$ cat src/logic/emb_defines.svh
`ifndef EMB_DEFINES_SVH
`define EMB_DEFINES_SVH
`define EMB_ADDR_W 22
`define EMB_DATA_W 16
`define EMB_AREA_SEL_HI 23
`define EMB_AREA_SEL_LO 22
`define EMB_AREA_FLASH 2'h0
`define EMB_AREA_RAM 2'h1
`define EMB_AREA_ROM2 2'h2
`define EMB_AREA_SYS 2'h3
`define EMB_FLASH_WORDS 22'h100000
`define EMB_RAM_WORDS 22'h020000
`define EMB_WAIT_W 4
`define EMB_SIZE_BYTE 2'h0
`define EMB_SIZE_HALF 2'h1
`define EMB_SIZE_WORD 2'h2
`define EMB_SIZE_DWORD 2'h3
`endif

$ cat src/logic/emb_pkg.sv
`default_nettype none
`include "emb_defines.svh"
package emb_pkg;
  typedef enum logic [2:0] {EMB_IDLE, EMB_SETUP, EMB_STROBE, EMB_NEXT, EMB_DONE} emb_state_e;
  typedef logic [1:0] emb_area_t;
endpackage
`default_nettype wire

$ cat src/logic/emb_bus_controller.sv
`default_nettype none
`include "emb_defines.svh"
module emb_bus_controller
  import emb_pkg::*;
(
  input wire logic clk_in,
  input wire logic rst_n_in,
  input wire logic req_in,
  input wire logic write_in,
  input wire logic [23:0] addr_in,
  input wire logic [1:0] size_in,
  input wire logic [31:0] wdata_in,
  input wire logic [`EMB_WAIT_W-1:0] wait_flash_in,
  input wire logic [`EMB_WAIT_W-1:0] wait_ram_in,
  input wire logic [`EMB_WAIT_W-1:0] wait_rom2_in,
  input wire logic wide_flash_in,
  input wire logic wide_ram_in,
  input wire logic wide_rom2_in,
  input wire logic rom2_present_in,
  input wire logic rom2_gpo_in,
  input wire logic spare_gpo_in,
  input wire logic sleep_in,
  input wire logic [15:0] ext_data_line_in,
  input wire logic [31:0] sys_rdata_in,
  input wire logic eeprom_clock_low_in,
  input wire logic eeprom_data_low_in,
  input wire logic eeprom_write_protect_low_in,
  input wire logic eeprom_data_pin_in,
  output logic ack_out,
  output logic [31:0] rdata_out,
  output logic sys_select_out,
  output logic [`EMB_ADDR_W-1:0] ext_address_line_out,
  output logic [15:0] ext_data_line_out,
  output logic ext_data_lo_oe_n_out,
  output logic ext_data_hi_oe_n_out,
  output logic read_strobe_n_out,
  output logic write_strobe_n_out,
  output logic program_rom_select_n_out,
  output logic work_ram_select_n_out,
  output logic extra_rom_select_n_out,
  output logic spare_nvm_select_n_out,
  output logic low_byte_select_n_out,
  output logic system_reset_out_n_out,
  output logic ext_read_dir_out,
  output logic eeprom_clock_pin_oe_n_out,
  output logic eeprom_data_pin_oe_n_out,
  output logic eeprom_write_protect_pin_oe_n_out,
  output logic eeprom_data_pin_level_out
);
  // ----------------------------------------------------------------------
  // Decode
  // ----------------------------------------------------------------------
  emb_state_e state_r;
  emb_area_t area_r;
  logic write_r;
  logic wide_r;
  logic [2:0] beats_r;
  logic [2:0] beat_r;
  logic [23:0] addr_r;
  logic [31:0] wdata_r;
  logic [31:0] rbuf_r;
  logic wait_done;
  emb_area_t area_dec;
  logic in_range;
  logic wide_sel;
  logic [`EMB_WAIT_W-1:0] wait_sel;
  logic [2:0] bytes_n;
  logic [2:0] beats_nxt;
  logic [23:0] cur_addr;
  logic [7:0] cur_byte;
  logic [15:0] cur_half;
  logic load_wait;
  assign area_dec = addr_in[`EMB_AREA_SEL_HI:`EMB_AREA_SEL_LO];
  // Flash spans 1M words, RAM 128k words; anything above folds out of range.
  assign in_range = (area_dec == `EMB_AREA_FLASH) ? (addr_in[21:1] < 21'(`EMB_FLASH_WORDS)) :
    (area_dec == `EMB_AREA_RAM) ? (addr_in[21:1] < 21'(`EMB_RAM_WORDS)) : 1'b1;
  assign wide_sel = (area_dec == `EMB_AREA_FLASH) ? wide_flash_in :
    (area_dec == `EMB_AREA_RAM) ? wide_ram_in : wide_rom2_in;
  assign wait_sel = (area_r == `EMB_AREA_FLASH) ? wait_flash_in :
    (area_r == `EMB_AREA_RAM) ? wait_ram_in : wait_rom2_in;
  assign bytes_n = (size_in == `EMB_SIZE_BYTE) ? 3'h1 :
    (size_in == `EMB_SIZE_HALF) ? 3'h2 : 3'h4;
  // Double word is handled like a word: one request of four bytes.
  assign beats_nxt = (wide_sel && bytes_n != 3'h1) ? (bytes_n >> 1) : bytes_n;
  assign cur_addr = wide_r ? (addr_r + {20'h0, beat_r, 1'b0}) : (addr_r + {21'h0, beat_r});
  assign cur_byte = wdata_r[{beat_r[1:0], 3'h0} +: 8];
  assign cur_half = wdata_r[{beat_r[0], 4'h0} +: 16];
  assign load_wait = (state_r == EMB_SETUP);
  emb_wait_cnt u_wait (
    .clk_in(clk_in),
    .rst_n_in(rst_n_in),
    .load_in(load_wait),
    .value_in(wait_sel),
    .expired_out(wait_done)
  );
  // ----------------------------------------------------------------------
  // Sequencer
  // ----------------------------------------------------------------------
  always_ff @(posedge clk_in)
  begin
    if (!rst_n_in)
    begin
      state_r <= EMB_IDLE;
      area_r <= `EMB_AREA_FLASH;
      write_r <= 1'b0;
      wide_r <= 1'b0;
      beats_r <= 3'h0;
      beat_r <= 3'h0;
      addr_r <= 24'h000000;
      wdata_r <= 32'h00000000;
      rbuf_r <= 32'h00000000;
      ack_out <= 1'b0;
      rdata_out <= 32'h00000000;
    end
    else
    begin
      ack_out <= 1'b0;
      case (state_r)
        EMB_IDLE:
          if (req_in && in_range)
          begin
            area_r <= area_dec;
            write_r <= write_in;
            wide_r <= wide_sel;
            beats_r <= beats_nxt;
            beat_r <= 3'h0;
            addr_r <= addr_in;
            wdata_r <= wdata_in;
            rbuf_r <= 32'h00000000;
            state_r <= EMB_SETUP;
          end
          else if (req_in)
          begin
            ack_out <= 1'b1;
            rdata_out <= 32'h00000000;
          end
        EMB_SETUP:
          state_r <= EMB_STROBE;
        EMB_STROBE:
          if (wait_done)
          begin
            if (area_r == `EMB_AREA_SYS)
              rbuf_r <= sys_rdata_in;
            else if (wide_r)
              rbuf_r[{beat_r[0], 4'h0} +: 16] <= ext_data_line_in;
            else
              rbuf_r[{beat_r[1:0], 3'h0} +: 8] <= ext_data_line_in[7:0];
            state_r <= EMB_NEXT;
          end
        EMB_NEXT:
          if (beat_r + 3'h1 < beats_r && area_r != `EMB_AREA_SYS)
          begin
            beat_r <= beat_r + 3'h1;
            state_r <= EMB_SETUP;
          end
          else
            state_r <= EMB_DONE;
        EMB_DONE:
        begin
          ack_out <= 1'b1;
          rdata_out <= rbuf_r;
          state_r <= EMB_IDLE;
        end
        default:
          state_r <= EMB_IDLE;
      endcase
    end
  end
  // ----------------------------------------------------------------------
  // Pins
  // ----------------------------------------------------------------------
  logic active;
  logic strobe_on;
  assign active = (state_r == EMB_SETUP) || (state_r == EMB_STROBE) || (state_r == EMB_NEXT);
  assign strobe_on = (state_r == EMB_SETUP) || (state_r == EMB_STROBE && !wait_done);
  always_ff @(posedge clk_in)
  begin
    if (!rst_n_in)
    begin
      ext_address_line_out <= '0;
      ext_data_line_out <= 16'h0000;
      ext_data_lo_oe_n_out <= 1'b1;
      ext_data_hi_oe_n_out <= 1'b1;
      read_strobe_n_out <= 1'b1;
      write_strobe_n_out <= 1'b1;
      program_rom_select_n_out <= 1'b1;
      work_ram_select_n_out <= 1'b1;
      extra_rom_select_n_out <= 1'b1;
      spare_nvm_select_n_out <= 1'b1;
      low_byte_select_n_out <= 1'b1;
      system_reset_out_n_out <= 1'b0;
      sys_select_out <= 1'b0;
      ext_read_dir_out <= 1'b1;
      eeprom_clock_pin_oe_n_out <= 1'b1;
      eeprom_data_pin_oe_n_out <= 1'b1;
      eeprom_write_protect_pin_oe_n_out <= 1'b1;
      eeprom_data_pin_level_out <= 1'b1;
    end
    else
    begin
      // In 16-bit mode the address counts words, in 8-bit mode bytes.
      // The area bits above the byte address never reach the address lines.
      ext_address_line_out <= wide_r ? {1'b0, cur_addr[21:1]} : cur_addr[21:0];
      ext_data_line_out <= wide_r ? cur_half : {8'h00, cur_byte};
      ext_data_lo_oe_n_out <= !(active && write_r && area_r != `EMB_AREA_SYS);
      ext_data_hi_oe_n_out <= !(active && write_r && wide_r && area_r != `EMB_AREA_SYS);
      ext_read_dir_out <= !(active && write_r);
      read_strobe_n_out <= !(strobe_on && !write_r && area_r != `EMB_AREA_SYS);
      write_strobe_n_out <= !(strobe_on && write_r && area_r != `EMB_AREA_SYS);
      program_rom_select_n_out <= !(active && area_r == `EMB_AREA_FLASH);
      work_ram_select_n_out <= !(active && area_r == `EMB_AREA_RAM);
      extra_rom_select_n_out <= rom2_present_in ?
        !(active && area_r == `EMB_AREA_ROM2) : rom2_gpo_in;
      spare_nvm_select_n_out <= spare_gpo_in;
      low_byte_select_n_out <= !(active && wide_r && area_r != `EMB_AREA_SYS);
      // Held low while asleep so the flash sits in power-down.
      system_reset_out_n_out <= !sleep_in;
      sys_select_out <= active && area_r == `EMB_AREA_SYS;
      // Open-drain lines: the enable goes low only to pull a line down.
      eeprom_clock_pin_oe_n_out <= !eeprom_clock_low_in;
      eeprom_data_pin_oe_n_out <= !eeprom_data_low_in;
      eeprom_write_protect_pin_oe_n_out <= !eeprom_write_protect_low_in;
      eeprom_data_pin_level_out <= eeprom_data_pin_in;
    end
  end
endmodule // emb_bus_controller
`default_nettype wire

$ cat src/logic/emb_wait_cnt.sv
`default_nettype none
`include "emb_defines.svh"
module emb_wait_cnt
  import emb_pkg::*;
(
  input wire logic clk_in,
  input wire logic rst_n_in,
  input wire logic load_in,
  input wire logic [`EMB_WAIT_W-1:0] value_in,
  output logic expired_out
);
  logic [`EMB_WAIT_W-1:0] cnt_r;
  // Each programmed wait state holds the strobe for one extra cycle.
  always_ff @(posedge clk_in)
  begin
    if (!rst_n_in)
      cnt_r <= '0;
    else if (load_in)
      cnt_r <= value_in;
    else if (cnt_r != '0)
      cnt_r <= cnt_r - `EMB_WAIT_W'(1);
  end
  assign expired_out = (cnt_r == '0) && !load_in;
endmodule // emb_wait_cnt
`default_nettype wire

$ cat config.mk
export PLATFORM = sky130hd
export DESIGN_NAME = emb_bus_controller
export DESIGN_NICKNAME = d
export VERILOG_FILES = /design/src/logic/emb_pkg.sv /design/src/logic/emb_bus_controller.sv /design/src/logic/emb_wait_cnt.sv
export VERILOG_INCLUDE_DIRS = /design/src /design/src/logic
export SDC_FILE = /design/constraint.sdc
export NUM_CORES = 1
export LEC_CHECK = 0
export BUFFER_PORTS_ARGS = -buffer_cell sky130_fd_sc_hd__buf_2
export CAP_MARGIN = 20
export CORE_MARGIN = 5
export CORE_UTILIZATION = 53
export CTS_BUF_LIST = sky130_fd_sc_hd__clkbuf_4 sky130_fd_sc_hd__clkbuf_8 sky130_fd_sc_hd__clkbuf_16
export DETAILED_ROUTE_END_ITERATION = 8
export PLACE_DENSITY_LB_ADDON = 0.1
export SYNTH_ARGS = -nofsm -noshare
export SYNTH_HDL_FRONTEND = slang
export SYNTH_SLANG_ARGS = --single-unit
$ cat constraint.sdc
create_clock -name clk_in -period 3.81 [get_ports clk_in]
set_input_delay 0.5715 -clock clk_in [delete_from_list [all_inputs] [get_ports clk_in]]
set_output_delay 0.5715 -clock clk_in [all_outputs]
set_load 0.01 [all_outputs]
==> results.json <==
{
  "result_of_the_run": "finished clean",
  "slew_violations": 0,
  "antenna_cells": 0,
  "source_to_sink_clock_delay_at_the_later_pin_of_the_worst_skew_pair_ps": 430,
  "number_of_antenna_violations_at_the_first_check_in_global_routing": 0,
  "max_slew.worst_pin.slew_ps": 1000,
  "cts-resized-gates": 0,
  "cts_post_setup_buffers_inserted": 0,
  "synth_top_area_share_pct": 44.7,
  "post_syn_nets": 1111,
  "yosys_warnings": 0,
  "totalWireLength_mm": 22.4,
  "synth_enable_flop_cells": 0,
  "first_pass_iters": 7,
  "cts_sinks": 190,
  "criticalPathCategory": "register to register",
  "cpMaxStageDelayCell": "a2111oi_2",
  "holdBufCountCts": 0,
  "syn-instance-count": 963,
  "critical_path.n_buffers_inverters": 1,
  "worst-endpoint-arrival_ps": 2960,
  "clock-skew-final_ps": 10.4,
  "synth_cell_area_um2": 8520,
  "initial_utilization_pct": 53.8,
  "critPathMaxStageDelay_ps": 530,
  "hold_viol": 0,
  "wire_length_of_the_first_global_routing_pass_mm": 35.3,
  "grt_max_degree": 91,
  "max_cap_violations": 0,
  "timing.hold.worst.class": "input pin to register",
  "cellPowerDensity_nw_per_um2": 467,
  "slew_headroom_pct": 33.3,
  "cts-root-buf": "clkbuf_16",
  "worstSetupStartpointType": "register",
  "detail_route.drc_violations": 0,
  "layout-drive-gt1-share_pct": 26.7,
  "vias_per_cell": 5.52,
  "cts_tree": "built",
  "netlist.top_cell.by_area": "dfxtp_1",
  "worst_slack_after_detailed_placement_ps": 1040,
  "placementRows": 46,
  "synth_top_flop_cell": "dfxtp_1",
  "die-area_um2": 18700,
  "syn2layout_area_growth_pct": 20.3,
  "detailed_place_hpwl_mm": 15.8,
  "cp_top_family": "adder cells",
  "layout_worst_path_cycle_share_pct": 68.4,
  "die_width_um": 137,
  "drt_iter0_markers": 485,
  "static-leakage-power_uw": 0.00403,
  "worst_setup_hold_path_clk_slew_ps": 70,
  "layout.nets": 1286,
  "yosysSeqAreaShare_pct": 44.7,
  "rsz0062_at_grt": "false",
  "critical_path_required_ps": 4160,
  "power.ir.vdd_worst_mv": 0.296,
  "synth.lib_cells_used.distinct": 71,
  "timing.hold.ws_ps": 287,
  "num_io_pins": 220,
  "gr-usage-all-layers_pct": 23.6,
  "synth.top_cells.by_area": "dfxtp_1, nand2_1, a21oi_1",
  "cts_max_level": 4,
  "fin_crit_ps": 2610,
  "vias": 7551,
  "yosys_register_bits": 190,
  "gr-total-overflow": 0,
  "timing.final.ws_setup_ps": 1200,
  "synthArstFlopShare_pct": 0,
  "die_y_um": 137,
  "path_common_cell": "ha_1",
  "fmax_ghz": 0.384,
  "placement.io_buffers": 219,
  "via_count_of_the_first_global_routing_pass": 6927,
  "ctsLongestPathBuffers": 2,
  "antenna_left": 0,
  "floorplan.core_area_um2": 15800,
  "wire_per_inst_um": 16.4,
  "cts_buffers": 17,
  "worst-path-max-fanout": 14,
  "setup_viol": 0,
  "timing.setup.tns_ps": 0,
  "cp-end-kind": "register",
  "post_synthesis_average_cell_area_um2": 8.84,
  "placer_congestion": 0.843,
  "worstPathCellList": "buf_4, ha_1, nor2b_1, or2_2, ha_1, a2111oi_2, mux2_2, nor2_1"
}
[stage by stage]
stage / cells / util (%) / power (uW) / cell area, um^2
6_report: 1367 / 64.7 / 4780 / 10200
5_1_grt: 1367 / 64.7 / 5010 / 10200
4_1_cts: 1367 / 64.7 / 4820 / 10200
3_5_place_dp: 1335 / 61.1 / 3070 / 9670
3_3_place_gp: 1335 / 61.1 / 3060 / 9670
2_1_floorplan: 963 / - / 2830 / 8520
[layout by cell type, fill, tap and decap left out, types with 9 or more instances in the layout]
master     Yosys  final
nor2_1       112    112
clkbuf_16      0     17
mux2i_1       24     24
buf_2         16    219
nor4_1         9      9
buf_4          3     10
dfxtp_1      190    189
nor3_1        19     19
ha_1          13     13
a211oi_1      17     17
xnor2_1       20     20
inv_1         15     15
o21ai_0       10     10
a21oi_1       87     87
nand2_1      147    147
a22oi_1       48     48
nand3_1       15     15
o2bb2ai_1     16     16
[worst paths after layout]
kind / slack [ps] / start / endpoint / cells past startpoint
hold reg to reg: 460 / beats_r[2] / beats_r[2] / 2
setup reg to reg: 1200 / beat_r[1] / beat_r[0] / 8
hold / removal: 290 / sleep_in / system_reset_out_n_out / 2
setup / recovery: 1200 / beat_r[1] / beat_r[0] / 8
[sequential cells by signal, indices dropped and copies added (netlist names), 2 cells and up]
signal	count
state_r	3
u_wait.cnt_r	4
beats_r	3
wdata_r	32
addr_r	22
rdata_out	32
area_r	2
rbuf_r	32
ext_address_line_out	22
beat_r	3
ext_data_line_out	16
[cell usage after synthesis, drive strengths merged, types with 10 or more instances]
| cell | number |
|---|---|
| buf | 33 |
| o21ai | 13 |
| inv | 15 |
| nor4 | 10 |
| clkbuf | 41 |
| nand3 | 15 |
| mux2i | 24 |
| nor3 | 19 |
| a22oi | 48 |
| nand2 | 147 |
| a211oi | 25 |
| ha | 13 |
| nor2 | 117 |
| dfxtp | 190 |
| xnor2 | 20 |
| a21oi | 88 |
| o2bb2ai | 16 |
[final cells by class]
cell class / instances / area (um^2)
Clock buffer: 19 / 447
Clock inverter: 13 / 131
Fill cell: 1375 / 5580
Inverter: 16 / 62.6
Multi-Input combinational cell: 683 / 4340
Sequential cell: 190 / 3800
Tap cell: 216 / 270
Timing Repair Buffer: 230 / 1190
[where the power goes]
group	total [uW]	internal [uW]	switching, uW
Combinational	803	329	473
Clock	1760	942	816
Sequential	2220	2110	108
Total	4780	3380	1400
[per-layer routing]
layer / vias up / track usage [%] / part of all wire [%]
met5: - / 0 / 0
met1: 3517 / 31.5 / 44
met2: 232 / 39.3 / 48
li1: 3779 / - / -
met3: 23 / 3.86 / 6.3
met4: 0 / 6.94 / 1.4
[kinds of logic (layout without fill, tap and decap cells)]
group                    after synthesis  after routing  share of synthesized area (%)
multiplexers                          34             34                           5.20
buffers and inverters                 90            278                           4.60
XOR/XNOR                              22             22                           2.26
AO/OA/AOI/OAI                        252            252                           21.4
flip-flops                           190            190                           44.7
adder cells (fa/ha/maj)               16             16                           2.51
AND/OR/NAND/NOR                      359            359                           19.4
Power figures use the tool's default switching activity.
